<file path="src/logic/spe_pkg.sv">
// ---------------------------------------------------------------------------
// Shared constants of the serial erase sequencer
// ---------------------------------------------------------------------------
package spe_pkg;

  // System clock period in nanoseconds (50 MHz).
  localparam int CLK_PERIOD_NS = 20;

  // Byte offsets of the controller's own APB registers.
  localparam logic [11:0] REG_CTRL = 12'h000;
  localparam logic [11:0] REG_ADDR = 12'h004;
  localparam logic [11:0] REG_CODE = 12'h008;
  localparam logic [11:0] REG_STAT = 12'h00c;

  // Control register fields.
  localparam int CTRL_VPP = 0;
  localparam int CTRL_ROW = 1;
  localparam int CTRL_BULK = 2;
  localparam int CTRL_CPD = 3;

  // Status register fields.
  localparam int STAT_BUSY = 0;
  localparam int STAT_DONE = 1;
  localparam int STAT_ERR = 2;
  localparam int STAT_MODE = 3;
  localparam int STAT_PIN = 4;

  // Four-bit serial commands: core instruction and table write.
  localparam logic [3:0] CMD_CORE = 4'h0;
  localparam logic [3:0] CMD_TBLWR = 4'hc;

  // Core instruction payloads acting on the memory write control register, and the no-operation.
  localparam logic [15:0] I_SET_PGM = 16'h8ea6;
  localparam logic [15:0] I_CLR_CFG = 16'h9ca6;
  localparam logic [15:0] I_SET_WRITE_ENABLE_BIT = 16'h84a6;
  localparam logic [15:0] I_SET_FREE = 16'h88a6;
  localparam logic [15:0] I_SET_WR = 16'h82a6;
  localparam logic [15:0] I_NOP = 16'h0000;

  // Table pointer loading: literal move opcode and the three byte stores.
  localparam logic [7:0] I_MOVLW = 8'h0e;
  localparam logic [15:0] I_TP_UPPER = 16'h6ef8;
  localparam logic [15:0] I_TP_HIGH = 16'h6ef7;
  localparam logic [15:0] I_TP_LOW = 16'h6ef6;

  // Addresses of the two bulk erase option registers.
  localparam logic [23:0] BULK_HI_ADDR = 24'h3c0005;
  localparam logic [23:0] BULK_LO_ADDR = 24'h3c0004;

  // Bulk erase option codes.
  localparam logic [15:0] CODE_CHIP = 16'h3f8f;
  localparam logic [15:0] CODE_DATA = 16'h0084;
  localparam logic [15:0] CODE_BOOT = 16'h0081;
  localparam logic [15:0] CODE_CFG = 16'h0082;
  localparam logic [7:0] CODE_BLK_LOW = 8'h80;
  localparam int NUM_BLOCKS = 6;

  // Sequence shape.
  localparam logic [3:0] ROW_LAST = 4'd11;
  localparam logic [3:0] BULK_LAST = 4'd10;
  localparam logic [4:0] HOLD_BIT = 5'd3;
  localparam logic [4:0] WORD_BITS = 5'd20;

  // Operation selector.
  typedef enum logic {
    SPE_OP_ROW = 1'b0,
    SPE_OP_BULK = 1'b1
  } spe_op_t;

endpackage

</file>
<file path="src/logic/spe_host.sv">
`timescale 1ns/1ps
// What this block does
// - Clock, data low, then raise entry pin
// - Configure write control before a row erase
// - Select code memory, clear config space
// - Write enable before any row erase start
// - Set write enable before loading the row address
// - Add data erase when data protected
// - Data pin low during bulk erase
// - Hold fourth clock high for program time
// - Clock low ends erase, then discharge
// - Fixed core instruction order for row

// ---------------------------------------------------------------------------
// Programmer-side erase sequencer with APB control registers
// ---------------------------------------------------------------------------
module spe_host
  import spe_pkg::*;
#(
  parameter int SCLK_HALF = 4,
  parameter int CNT_W = 24,
  parameter int ENTRY_TIME_US = 100,
  parameter int PROG_TIME_US = 1000,
  parameter int DISCH_TIME_US = 100,
  parameter int BULK_TIME_US = 5000
) (
  // Clock and reset.
  input wire logic pclk,
  input wire logic presetn,
  // APB slave.
  input wire logic psel,
  input wire logic penable,
  input wire logic pwrite,
  input wire logic [11:0] paddr,
  input wire logic [31:0] pwdata,
  output logic [31:0] prdata,
  output logic pready,
  output logic pslverr,
  // Programming pins.
  output logic programming_clock_pin,
  output logic programming_data_pin_o,
  output logic programming_data_pin_oe,
  input wire logic programming_data_pin_i,
  output logic high_voltage_entry_pin
);

  // -------------------------------------------------------------------------
  // Timing counts
  // -------------------------------------------------------------------------

  // Every time here is a least time, so each count rounds up.
  localparam int ENTRY_CYC =
    (ENTRY_TIME_US * 1000 + CLK_PERIOD_NS - 1) / CLK_PERIOD_NS;
  localparam int PROG_CYC =
    (PROG_TIME_US * 1000 + CLK_PERIOD_NS - 1) / CLK_PERIOD_NS;
  localparam int DISCH_CYC =
    (DISCH_TIME_US * 1000 + CLK_PERIOD_NS - 1) / CLK_PERIOD_NS;
  localparam int BULK_CYC =
    (BULK_TIME_US * 1000 + CLK_PERIOD_NS - 1) / CLK_PERIOD_NS;

  initial begin
    if (ENTRY_CYC < 1 || PROG_CYC < 1 || DISCH_CYC < 1 || BULK_CYC < 1 ||
        BULK_CYC >= (1 << CNT_W) || PROG_CYC >= (1 << CNT_W) ||
        ENTRY_CYC >= (1 << CNT_W) || DISCH_CYC >= (1 << CNT_W)) begin
      $error("spe_host: timing counts do not fit CNT_W");
    end
  end

  // -------------------------------------------------------------------------
  // Declarations
  // -------------------------------------------------------------------------

  // Sequencer states, Gray coded along idle, entry, load, shift.
  typedef enum logic [1:0] {
    SPE_IDLE = 2'b00,
    SPE_ENTRY = 2'b01,
    SPE_LOAD = 2'b11,
    SPE_SHIFT = 2'b10
  } spe_state_t;

  spe_state_t state_q; // Sequencer state.
  spe_op_t op_q; // Operation in progress.
  logic [3:0] step_q; // Index of the word in the sequence.
  logic [CNT_W-1:0] ent_q; // Entry settle counter.
  logic vpp_req_q; // Software asks for program mode.
  logic cpd_q; // Software reports the data memory is protected.
  logic [21:0] addr_q; // Row address, any byte inside the row.
  logic [15:0] code_q; // Bulk erase option code.
  logic in_mode_q; // Program mode reached.
  logic done_q; // Sticky: an operation finished.
  logic err_q; // Sticky: a request was refused.
  logic pin_s1_q; // Data pin synchroniser, first stage.
  logic pin_s2_q; // Data pin synchroniser, second stage.
  logic go_row; // Row erase requested by this write.
  logic go_bulk; // Bulk erase requested by this write.
  logic wr_ctrl; // Control register write accepted.
  logic wr_stat; // Status register write accepted.
  logic ap_write; // Write at the access edge.
  logic code_ok; // Bulk code is one that the device knows.
  logic [15:0] code_tx; // Code as sent, protection erase added.
  logic [3:0] w_cmd; // Command of the current word.
  logic [15:0] w_pay; // Payload of the current word.
  logic w_last; // Current word is the final one.
  logic sh_start; // Start pulse to the shifter.
  logic sh_busy; // Shifter busy.
  logic sh_done; // Shifter finished a word.
  logic [CNT_W-1:0] hi_len; // Hold-high length of the final word.
  logic [CNT_W-1:0] lo_len; // Hold-low length of the final word.
  logic busy; // Any activity in progress.
  logic op_end; // Final word of the sequence completed.

  // -------------------------------------------------------------------------
  // APB decode
  // -------------------------------------------------------------------------

  // Writes take effect at the access edge, when pready is already high.
  assign ap_write = psel && penable && pwrite && pready;
  assign wr_ctrl = ap_write && (paddr == REG_CTRL);
  assign wr_stat = ap_write && (paddr == REG_STAT);
  assign go_row = wr_ctrl && pwdata[CTRL_ROW];
  assign go_bulk = wr_ctrl && pwdata[CTRL_BULK];
  assign busy = (state_q != SPE_IDLE);
  assign op_end = (state_q == SPE_SHIFT) && sh_done && w_last;

  // The answer is registered in the setup cycle, so every access is
  // one setup cycle and one access cycle with no wait states.
  always_ff @(posedge pclk or negedge presetn) begin
    if (!presetn) begin
      pready <= 1'b0;
      pslverr <= 1'b0;
      prdata <= 32'h00000000;
    end else begin
      pready <= psel && !penable;
      pslverr <= 1'b0;
      prdata <= 32'h00000000;
      if (psel && !penable) begin
        unique case (paddr)
          REG_CTRL: begin
            prdata[CTRL_VPP] <= vpp_req_q;
            prdata[CTRL_CPD] <= cpd_q;
          end
          REG_ADDR: prdata[21:0] <= addr_q;
          REG_CODE: prdata[15:0] <= code_q;
          REG_STAT: begin
            prdata[STAT_BUSY] <= busy;
            prdata[STAT_DONE] <= done_q;
            prdata[STAT_ERR] <= err_q;
            prdata[STAT_MODE] <= in_mode_q;
            prdata[STAT_PIN] <= pin_s2_q;
          end
          // Unmapped offsets read zero and signal an error.
          default: pslverr <= 1'b1;
        endcase
      end
    end
  end

  // Software-written settings. Address and code are frozen while busy so
  // a sequence never mixes two values.
  always_ff @(posedge pclk or negedge presetn) begin
    if (!presetn) begin
      vpp_req_q <= 1'b0;
      cpd_q <= 1'b0;
      addr_q <= 22'h000000;
      code_q <= 16'h0000;
    end else begin
      if (wr_ctrl) begin
        vpp_req_q <= pwdata[CTRL_VPP];
        cpd_q <= pwdata[CTRL_CPD];
      end
      if (ap_write && paddr == REG_ADDR && !busy) begin
        addr_q <= pwdata[21:0];
      end
      if (ap_write && paddr == REG_CODE && !busy) begin
        code_q <= pwdata[15:0];
      end
    end
  end

  // Sticky status. Writing one clears a bit, but a new event in the same
  // cycle wins so it is never lost.
  always_ff @(posedge pclk or negedge presetn) begin
    if (!presetn) begin
      done_q <= 1'b0;
      err_q <= 1'b0;
    end else begin
      if (op_end) begin
        done_q <= 1'b1;
      end else if (wr_stat && pwdata[STAT_DONE]) begin
        done_q <= 1'b0;
      end
      if ((go_row || go_bulk) &&
          (busy || !in_mode_q || (go_row && go_bulk) ||
           (go_bulk && !code_ok))) begin
        err_q <= 1'b1;
      end else if (wr_stat && pwdata[STAT_ERR]) begin
        err_q <= 1'b0;
      end
    end
  end

  // Data pin level, for software to observe; two stages before any use.
  always_ff @(posedge pclk or negedge presetn) begin
    if (!presetn) begin
      pin_s1_q <= 1'b0;
      pin_s2_q <= 1'b0;
    end else begin
      pin_s1_q <= programming_data_pin_i;
      pin_s2_q <= pin_s1_q;
    end
  end

  // -------------------------------------------------------------------------
  // Bulk code check
  // -------------------------------------------------------------------------

  always_comb begin
    code_ok = (code_q == CODE_CHIP) || (code_q == CODE_DATA) ||
              (code_q == CODE_BOOT) || (code_q == CODE_CFG) ||
              ((code_q[7:0] == CODE_BLK_LOW) &&
               (code_q[15:8] >> NUM_BLOCKS) == 8'h00 &&
               $onehot(code_q[15:8]));
  end

  assign code_tx = cpd_q ? (code_q | CODE_DATA) : code_q;

  // -------------------------------------------------------------------------
  // Word sequence
  // -------------------------------------------------------------------------

  // Each step yields one command and payload. The final word of both
  // sequences is a no-operation whose fourth clock carries the timing.
  always_comb begin
    w_cmd = CMD_CORE;
    w_pay = I_NOP;
    w_last = 1'b0;
    if (op_q == SPE_OP_ROW) begin
      unique case (step_q)
        4'd0: w_pay = I_SET_PGM;
        4'd1: w_pay = I_CLR_CFG;
        4'd2: w_pay = I_SET_WRITE_ENABLE_BIT;
        4'd3: w_pay = {I_MOVLW, 2'b00, addr_q[21:16]};
        4'd4: w_pay = I_TP_UPPER;
        4'd5: w_pay = {I_MOVLW, addr_q[15:8]};
        4'd6: w_pay = I_TP_HIGH;
        4'd7: w_pay = {I_MOVLW, addr_q[7:0]};
        4'd8: w_pay = I_TP_LOW;
        4'd9: w_pay = I_SET_FREE;
        4'd10: w_pay = I_SET_WR;
        ROW_LAST: w_last = 1'b1;
        default: w_last = 1'b1;
      endcase
    end else begin
      unique case (step_q)
        4'd0: w_pay = {I_MOVLW, BULK_HI_ADDR[23:16]};
        4'd1: w_pay = I_TP_UPPER;
        4'd2: w_pay = {I_MOVLW, BULK_HI_ADDR[15:8]};
        4'd3: w_pay = I_TP_HIGH;
        4'd4: w_pay = {I_MOVLW, BULK_HI_ADDR[7:0]};
        4'd5: w_pay = I_TP_LOW;
        4'd6: begin
          w_cmd = CMD_TBLWR;
          w_pay = {code_tx[15:8], code_tx[15:8]};
        end
        4'd7: w_pay = {I_MOVLW, BULK_LO_ADDR[7:0]};
        4'd8: w_pay = I_TP_LOW;
        4'd9: begin
          w_cmd = CMD_TBLWR;
          w_pay = {code_tx[7:0], code_tx[7:0]};
        end
        BULK_LAST: w_last = 1'b1;
        default: w_last = 1'b1;
      endcase
    end
  end

  // Hold lengths of the final word: a row erase stretches the fourth clock
  // high and then low for discharge; a bulk erase runs by itself after the
  // fourth falling edge, so only the low phase is stretched.
  always_comb begin
    if (op_q == SPE_OP_ROW) begin
      hi_len = CNT_W'(PROG_CYC);
      lo_len = CNT_W'(DISCH_CYC);
    end else begin
      hi_len = CNT_W'(SCLK_HALF);
      lo_len = CNT_W'(BULK_CYC);
    end
  end

  // -------------------------------------------------------------------------
  // Sequencer
  // -------------------------------------------------------------------------

  // Mode entry and exit, and walking through the words of an operation.
  // Mode changes are taken only while idle, so the entry pin never moves
  // in the middle of a word.
  always_ff @(posedge pclk or negedge presetn) begin
    if (!presetn) begin
      state_q <= SPE_IDLE;
      op_q <= SPE_OP_ROW;
      step_q <= 4'd0;
      ent_q <= '0;
      in_mode_q <= 1'b0;
      high_voltage_entry_pin <= 1'b0;
      sh_start <= 1'b0;
    end else begin
      sh_start <= 1'b0;
      unique case (state_q)
        SPE_IDLE: begin
          if (vpp_req_q && !in_mode_q) begin
            high_voltage_entry_pin <= 1'b1;
            ent_q <= CNT_W'(ENTRY_CYC);
            state_q <= SPE_ENTRY;
          end else if (!vpp_req_q && in_mode_q) begin
            high_voltage_entry_pin <= 1'b0;
            in_mode_q <= 1'b0;
          end else if (in_mode_q && (go_row ^ go_bulk) &&
                       (go_row || code_ok)) begin
            op_q <= go_bulk ? SPE_OP_BULK : SPE_OP_ROW;
            step_q <= 4'd0;
            state_q <= SPE_LOAD;
          end
        end
        SPE_ENTRY: begin
          if (ent_q > 1) begin
            ent_q <= ent_q - 1'b1;
          end else begin
            in_mode_q <= 1'b1;
            state_q <= SPE_IDLE;
          end
        end
        SPE_LOAD: begin
          if (!sh_busy && !sh_start) begin
            sh_start <= 1'b1;
            state_q <= SPE_SHIFT;
          end
        end
        SPE_SHIFT: begin
          if (sh_done) begin
            if (w_last) begin
              state_q <= SPE_IDLE;
            end else begin
              step_q <= step_q + 1'b1;
              state_q <= SPE_LOAD;
            end
          end
        end
      endcase
    end
  end

  // The data pin is driven at all times out of reset: low outside words, which keeps
  // it low for mode entry and during self-timed erases.
  always_ff @(posedge pclk or negedge presetn) begin
    if (!presetn) begin
      programming_data_pin_oe <= 1'b0;
    end else begin
      programming_data_pin_oe <= 1'b1;
    end
  end

  // -------------------------------------------------------------------------
  // Serial shifter
  // -------------------------------------------------------------------------

  spe_shift #(
    .HALF(SCLK_HALF),
    .CNT_W(CNT_W)
  ) u_shift (
    .pclk(pclk),
    .presetn(presetn),
    .start(sh_start),
    .cmd(w_cmd),
    .payload(w_pay),
    .hold_en(w_last),
    .hi_len(hi_len),
    .lo_len(lo_len),
    .clk_o(programming_clock_pin),
    .data_o(programming_data_pin_o),
    .busy(sh_busy),
    .done(sh_done)
  );

endmodule // spe_host

</file>
<file path="src/logic/spe_shift.sv">
`timescale 1ns/1ps
// ---------------------------------------------------------------------------
// Serial word shifter with programmable hold on the fourth clock
// ---------------------------------------------------------------------------
module spe_shift
  import spe_pkg::*;
#(
  parameter int HALF = 4,
  parameter int CNT_W = 24
) (
  // Clock and reset.
  input wire logic pclk,
  input wire logic presetn,
  // Word request.
  input wire logic start,
  input wire logic [3:0] cmd,
  input wire logic [15:0] payload,
  input wire logic hold_en,
  input wire logic [CNT_W-1:0] hi_len,
  input wire logic [CNT_W-1:0] lo_len,
  // Serial pins.
  output logic clk_o,
  output logic data_o,
  // Progress.
  output logic busy,
  output logic done
);

  localparam logic [CNT_W-1:0] HALF_C = CNT_W'(HALF);

  initial begin
    if (HALF < 2 || CNT_W < 8) begin
      $error("spe_shift: HALF must be 2 or more, CNT_W 8 or more");
    end
  end

  logic [19:0] sh_q; // Word, shifted out least significant bit first.
  logic [4:0] bit_q; // Index of the clock in progress.
  logic [CNT_W-1:0] cnt_q; // Cycles left in the current phase.
  logic is_hold; // The fourth clock of a word that asks for a hold.

  assign is_hold = hold_en && (bit_q == HOLD_BIT);

  // Clock generator and shift register. Data is placed at the rising edge
  // and returned to low at the falling edge, so the far end sees a stable
  // bit throughout the high phase and the pin rests low between bits.
  always_ff @(posedge pclk or negedge presetn) begin
    if (!presetn) begin
      sh_q <= 20'h00000;
      bit_q <= 5'd0;
      cnt_q <= '0;
      clk_o <= 1'b0;
      data_o <= 1'b0;
      busy <= 1'b0;
      done <= 1'b0;
    end else begin
      done <= 1'b0;
      if (!busy) begin
        if (start) begin
          sh_q <= {payload, cmd};
          bit_q <= 5'd0;
          cnt_q <= HALF_C;
          busy <= 1'b1;
        end
      end else if (cnt_q > 1) begin
        cnt_q <= cnt_q - 1'b1;
      end else if (!clk_o) begin
        // Low phase over: either the word is complete or the next bit rises.
        if (bit_q == WORD_BITS) begin
          busy <= 1'b0;
          done <= 1'b1;
        end else begin
          clk_o <= 1'b1;
          data_o <= sh_q[0];
          cnt_q <= is_hold ? hi_len : HALF_C;
        end
      end else begin
        clk_o <= 1'b0;
        data_o <= 1'b0;
        sh_q <= {1'b0, sh_q[19:1]};
        bit_q <= bit_q + 1'b1;
        cnt_q <= is_hold ? lo_len : HALF_C;
      end
    end
  end

endmodule // spe_shift

</file>
<file path="config.mk">
export PLATFORM = sky130hd
export DESIGN_NAME = spe_host
export DESIGN_NICKNAME = d
export VERILOG_FILES = /design/src/logic/spe_pkg.sv /design/src/logic/spe_host.sv /design/src/logic/spe_shift.sv
export SDC_FILE = /design/constraint.sdc
export NUM_CORES = 1
export LEC_CHECK = 0
export ABC_AREA = 1
export BUFFER_PORTS_ARGS = -buffer_cell sky130_fd_sc_hd__buf_2
export CORE_ASPECT_RATIO = 0.75
export CORE_MARGIN = 2
export CORE_UTILIZATION = 54
export DETAILED_ROUTE_END_ITERATION = 10
export PLACE_DENSITY_LB_ADDON = 0.1
export SLEW_MARGIN = 20
export SYNTH_ARGS = -nofsm -noshare
export SYNTH_HDL_FRONTEND = slang
export SYNTH_SLANG_ARGS = --single-unit
</file>
<file path="constraint.sdc">
create_clock -name pclk -period 3.4 [get_ports pclk]
set_input_delay 0.68 -clock pclk [delete_from_list [all_inputs] [get_ports pclk]]
set_output_delay 0.68 -clock pclk [all_outputs]
set_load 0.01 [all_outputs]
</file>
==> metrics.txt <==
P_sw=0.987 mW; sequential-to-total area share from yosys stat=0.417; number of distinct library cells after synthesis=47; Num CTS Buffers=17; EDFF count, synth=0; final WL=23.8 mm; total power per unit cell area=365 nW/um^2; status=complete, but fails checks; total number of vias=8,493; initial antenna violation count=0; worst slew pin tran=0.684 ns; final critical-path share of the clock period=1.07; ranking of synthesized cells by area=dfrtp_1, nand2_1, inv_1; DR WL/cell=15.2 um; clk sinks=156; global-route wire length before repair=39.6 mm; Fmax=276 MHz; Placer Congestion=0.957; all-layer global routing usage=0.271; Comb pwr share=0.023; root buffer cell=clkbuf_16; Mapped Area=9370 um^2; post-layout util=0.626; sequential share of power=0.481; leakage power=5.81 nW; Final #Nets=1,419; synth cell count leaders=nand2_1, inv_1, nor2_1, dfrtp_1, nand3_1; Yosys top cell area share=0.417; pre-CTS setup slack=-0.191 ns; hold_ws=0.251 ns; grt ovf=0; vias per inst=5.40; slew margin rel.=0.544; CP Class=reg -> reg; final instance area=10,600 um^2; synthesized flop and latch total=156; Critical Path AT=4.00 ns; Synth Flop Type=dfrtp_1; Slew Limit Fails=0; row cnt=41; Clock power frac=0.496; final worst slack=-0.225 ns; starting density of the core=0.555; final hold violations=0; Yosys Warn Count=0; port bufs=67; H-tree lvl count=4; Reg clk slew, reported paths=0.07 ns; Final setup viols=8; DRC Markers=0; TritonCTS clock tree=yes; max-cap violation count=0; CP endpoint kind=flip-flop; diode count=0; RSZ-0062 raised after global routing=true; most frequent cell after synthesis=nand2_1; layout cells sized above 1=0.140; synthesized instance count=1,270; VDD IR max=308 uV; Avg Inst Size Synth=7.38 um^2; Hold Crit Class=in -> async; first-pass iteration count of the detailed router=5; vias in the first global route=7,810; WP data required=3.77 ns; Die Height=118 um; skew final=0.00750 ns; die area=18,400 um^2; area post-placement=9900 um^2; DRT iter0 DRCs=808; worst skew pair latency=0.43 ns; Die Wd=156 um; leading area contributor after synthesis=dfrtp_1; remaining antenna violation count after routing=0; largest net degree at the start of global routing=74; number of I/O pins=88; final setup TNS=-1.64 ns; Crit Path Max Fanout=2; Async SR Flop Fraction=1.00; detailed placement HPWL=17.6 mm; CTS max path bufs=2; Sw Share=0.256; CP Launch Type=flip-flop; Int Pwr=2.88 mW; Core Area=16,900 um^2; violated checks=negative setup slack; final worst path period need=3.63 ns; synth-to-layout area growth=12.8%
metrics by stage:
| step | std cells | power (mW) |
|---|---|---|
| 5_1_grt | 1573 | 4.00 |
| 2_1_floorplan | 1279 | 1.92 |
| 6_report | 1573 | 3.86 |
| 4_1_cts | 1571 | 3.89 |
| 3_5_place_dp | 1537 | 1.99 |
| 3_3_place_gp | 1537 | 1.99 |
cell type report:
| class | instances | area [um^2] |
|---|---|---|
| fillers | 1522 | 6310 |
| multi-input cells | 908 | 4660 |
| flip-flops and latches | 156 | 3900 |
| inverters | 178 | 668 |
| repair buffers | 84 | 482 |
| clock buffers | 17 | 425 |
| well taps | 215 | 269 |
| clock inverters | 15 | 166 |
metal layers:
metal / vias to the layer above / routed length [um] / GRT usage
li1: 4170 / - / -
met5: - / 0 / 0
met1: 4011 / 11900 / 0.425
met2: 300 / 9770 / 0.378
met4: 0 / 159 / 0.0533
met3: 12 / 2000 / 0.0666
worst paths after layout:
kind	endpoint	depth (start not counted)	slack, ns	from
max reg2reg	state_q[1]	19	-0.23	code_q[8]
min in group pclk	pin_s1_q	1	0.35	programming_data_pin_i
max in group asynchronous	code_q[0]	2	2.28	presetn
min	programming_data_pin_oe	1	0.25	presetn
min reg2reg	pin_s2_q	0	0.36	pin_s1_q
max	state_q[1]	19	-0.23	code_q[8]
sequential cells by signal (all words and copies together) (netlist names), 2 cells and up:
name / cells
step_q: 4
code_q: 16
ent_q: 24
state_q: 2
prdata: 22
addr_q: 22
u_shift.sh_q: 20
u_shift.bit_q: 5
u_shift.cnt_q: 24
critical path, stage by stage (launching register included):
cell	delay, ns
dfrtp_1	0.35
inv_2	0.05
fa_1	0.59
fa_1	0.44
fa_1	0.45
inv_1	0.08
ha_2	0.19
inv_2	0.04
fa_1	0.47
nand2_1	0.05
inv_1	0.05
nand2_1	0.04
nor2_1	0.10
nand3_1	0.11
nand4_1	0.15
nand2_2	0.09
buf_4	0.15
nand2_4	0.05
nand3b_1	0.07
nand2_1	0.06
cell usage in the layout, fill, tap and decap left out, drive strengths merged, types with 4 or more instances in the layout:
master,count
o211ai,4
xor2,16
conb,11
ha,20
nand2,341
a21oi,35
nor3,13
or2,9
clkbuf,17
inv,190
mux2i,34
nand3,93
fa,4
o21ai,82
dfrtp,156
o22ai,9
buf,84
nor2,188
nand4,30
power groups by stage:
stage	sequential, mW	combinational, mW	clock (mW)
detailed placement	1.89	0.0909	0
global route	1.86	0.102	2.04
CTS	1.86	0.0912	1.94
global placement	1.89	0.0907	0
floorplan	1.90	0.0248	0
finish	1.86	0.0886	1.92
repair_timing:
action	4_1_cts	5_1_grt
gates resized for setup	1	14
setup buffers	2	2
hold buffers	0	0
cloned	0	0
setup endpoints to repair	8	8
kinds of logic (layout without fill, tap and decap cells):
kind of cell / after synthesis / in the layout / share of synthesized area
AO/OA/AOI/OAI: 142 / 142 / 0.0817
XOR/XNOR: 18 / 18 / 0.0168
adder cells (fa/ha/maj): 24 / 24 / 0.0353
buffers and inverters: 215 / 294 / 0.0959
flip-flops: 156 / 156 / 0.417
multiplexers: 34 / 34 / 0.0363
other: 2 / 11 / 0.000802
AND/OR/NAND/NOR: 679 / 679 / 0.317
Note: power is estimated with default switching activity, not from simulation.
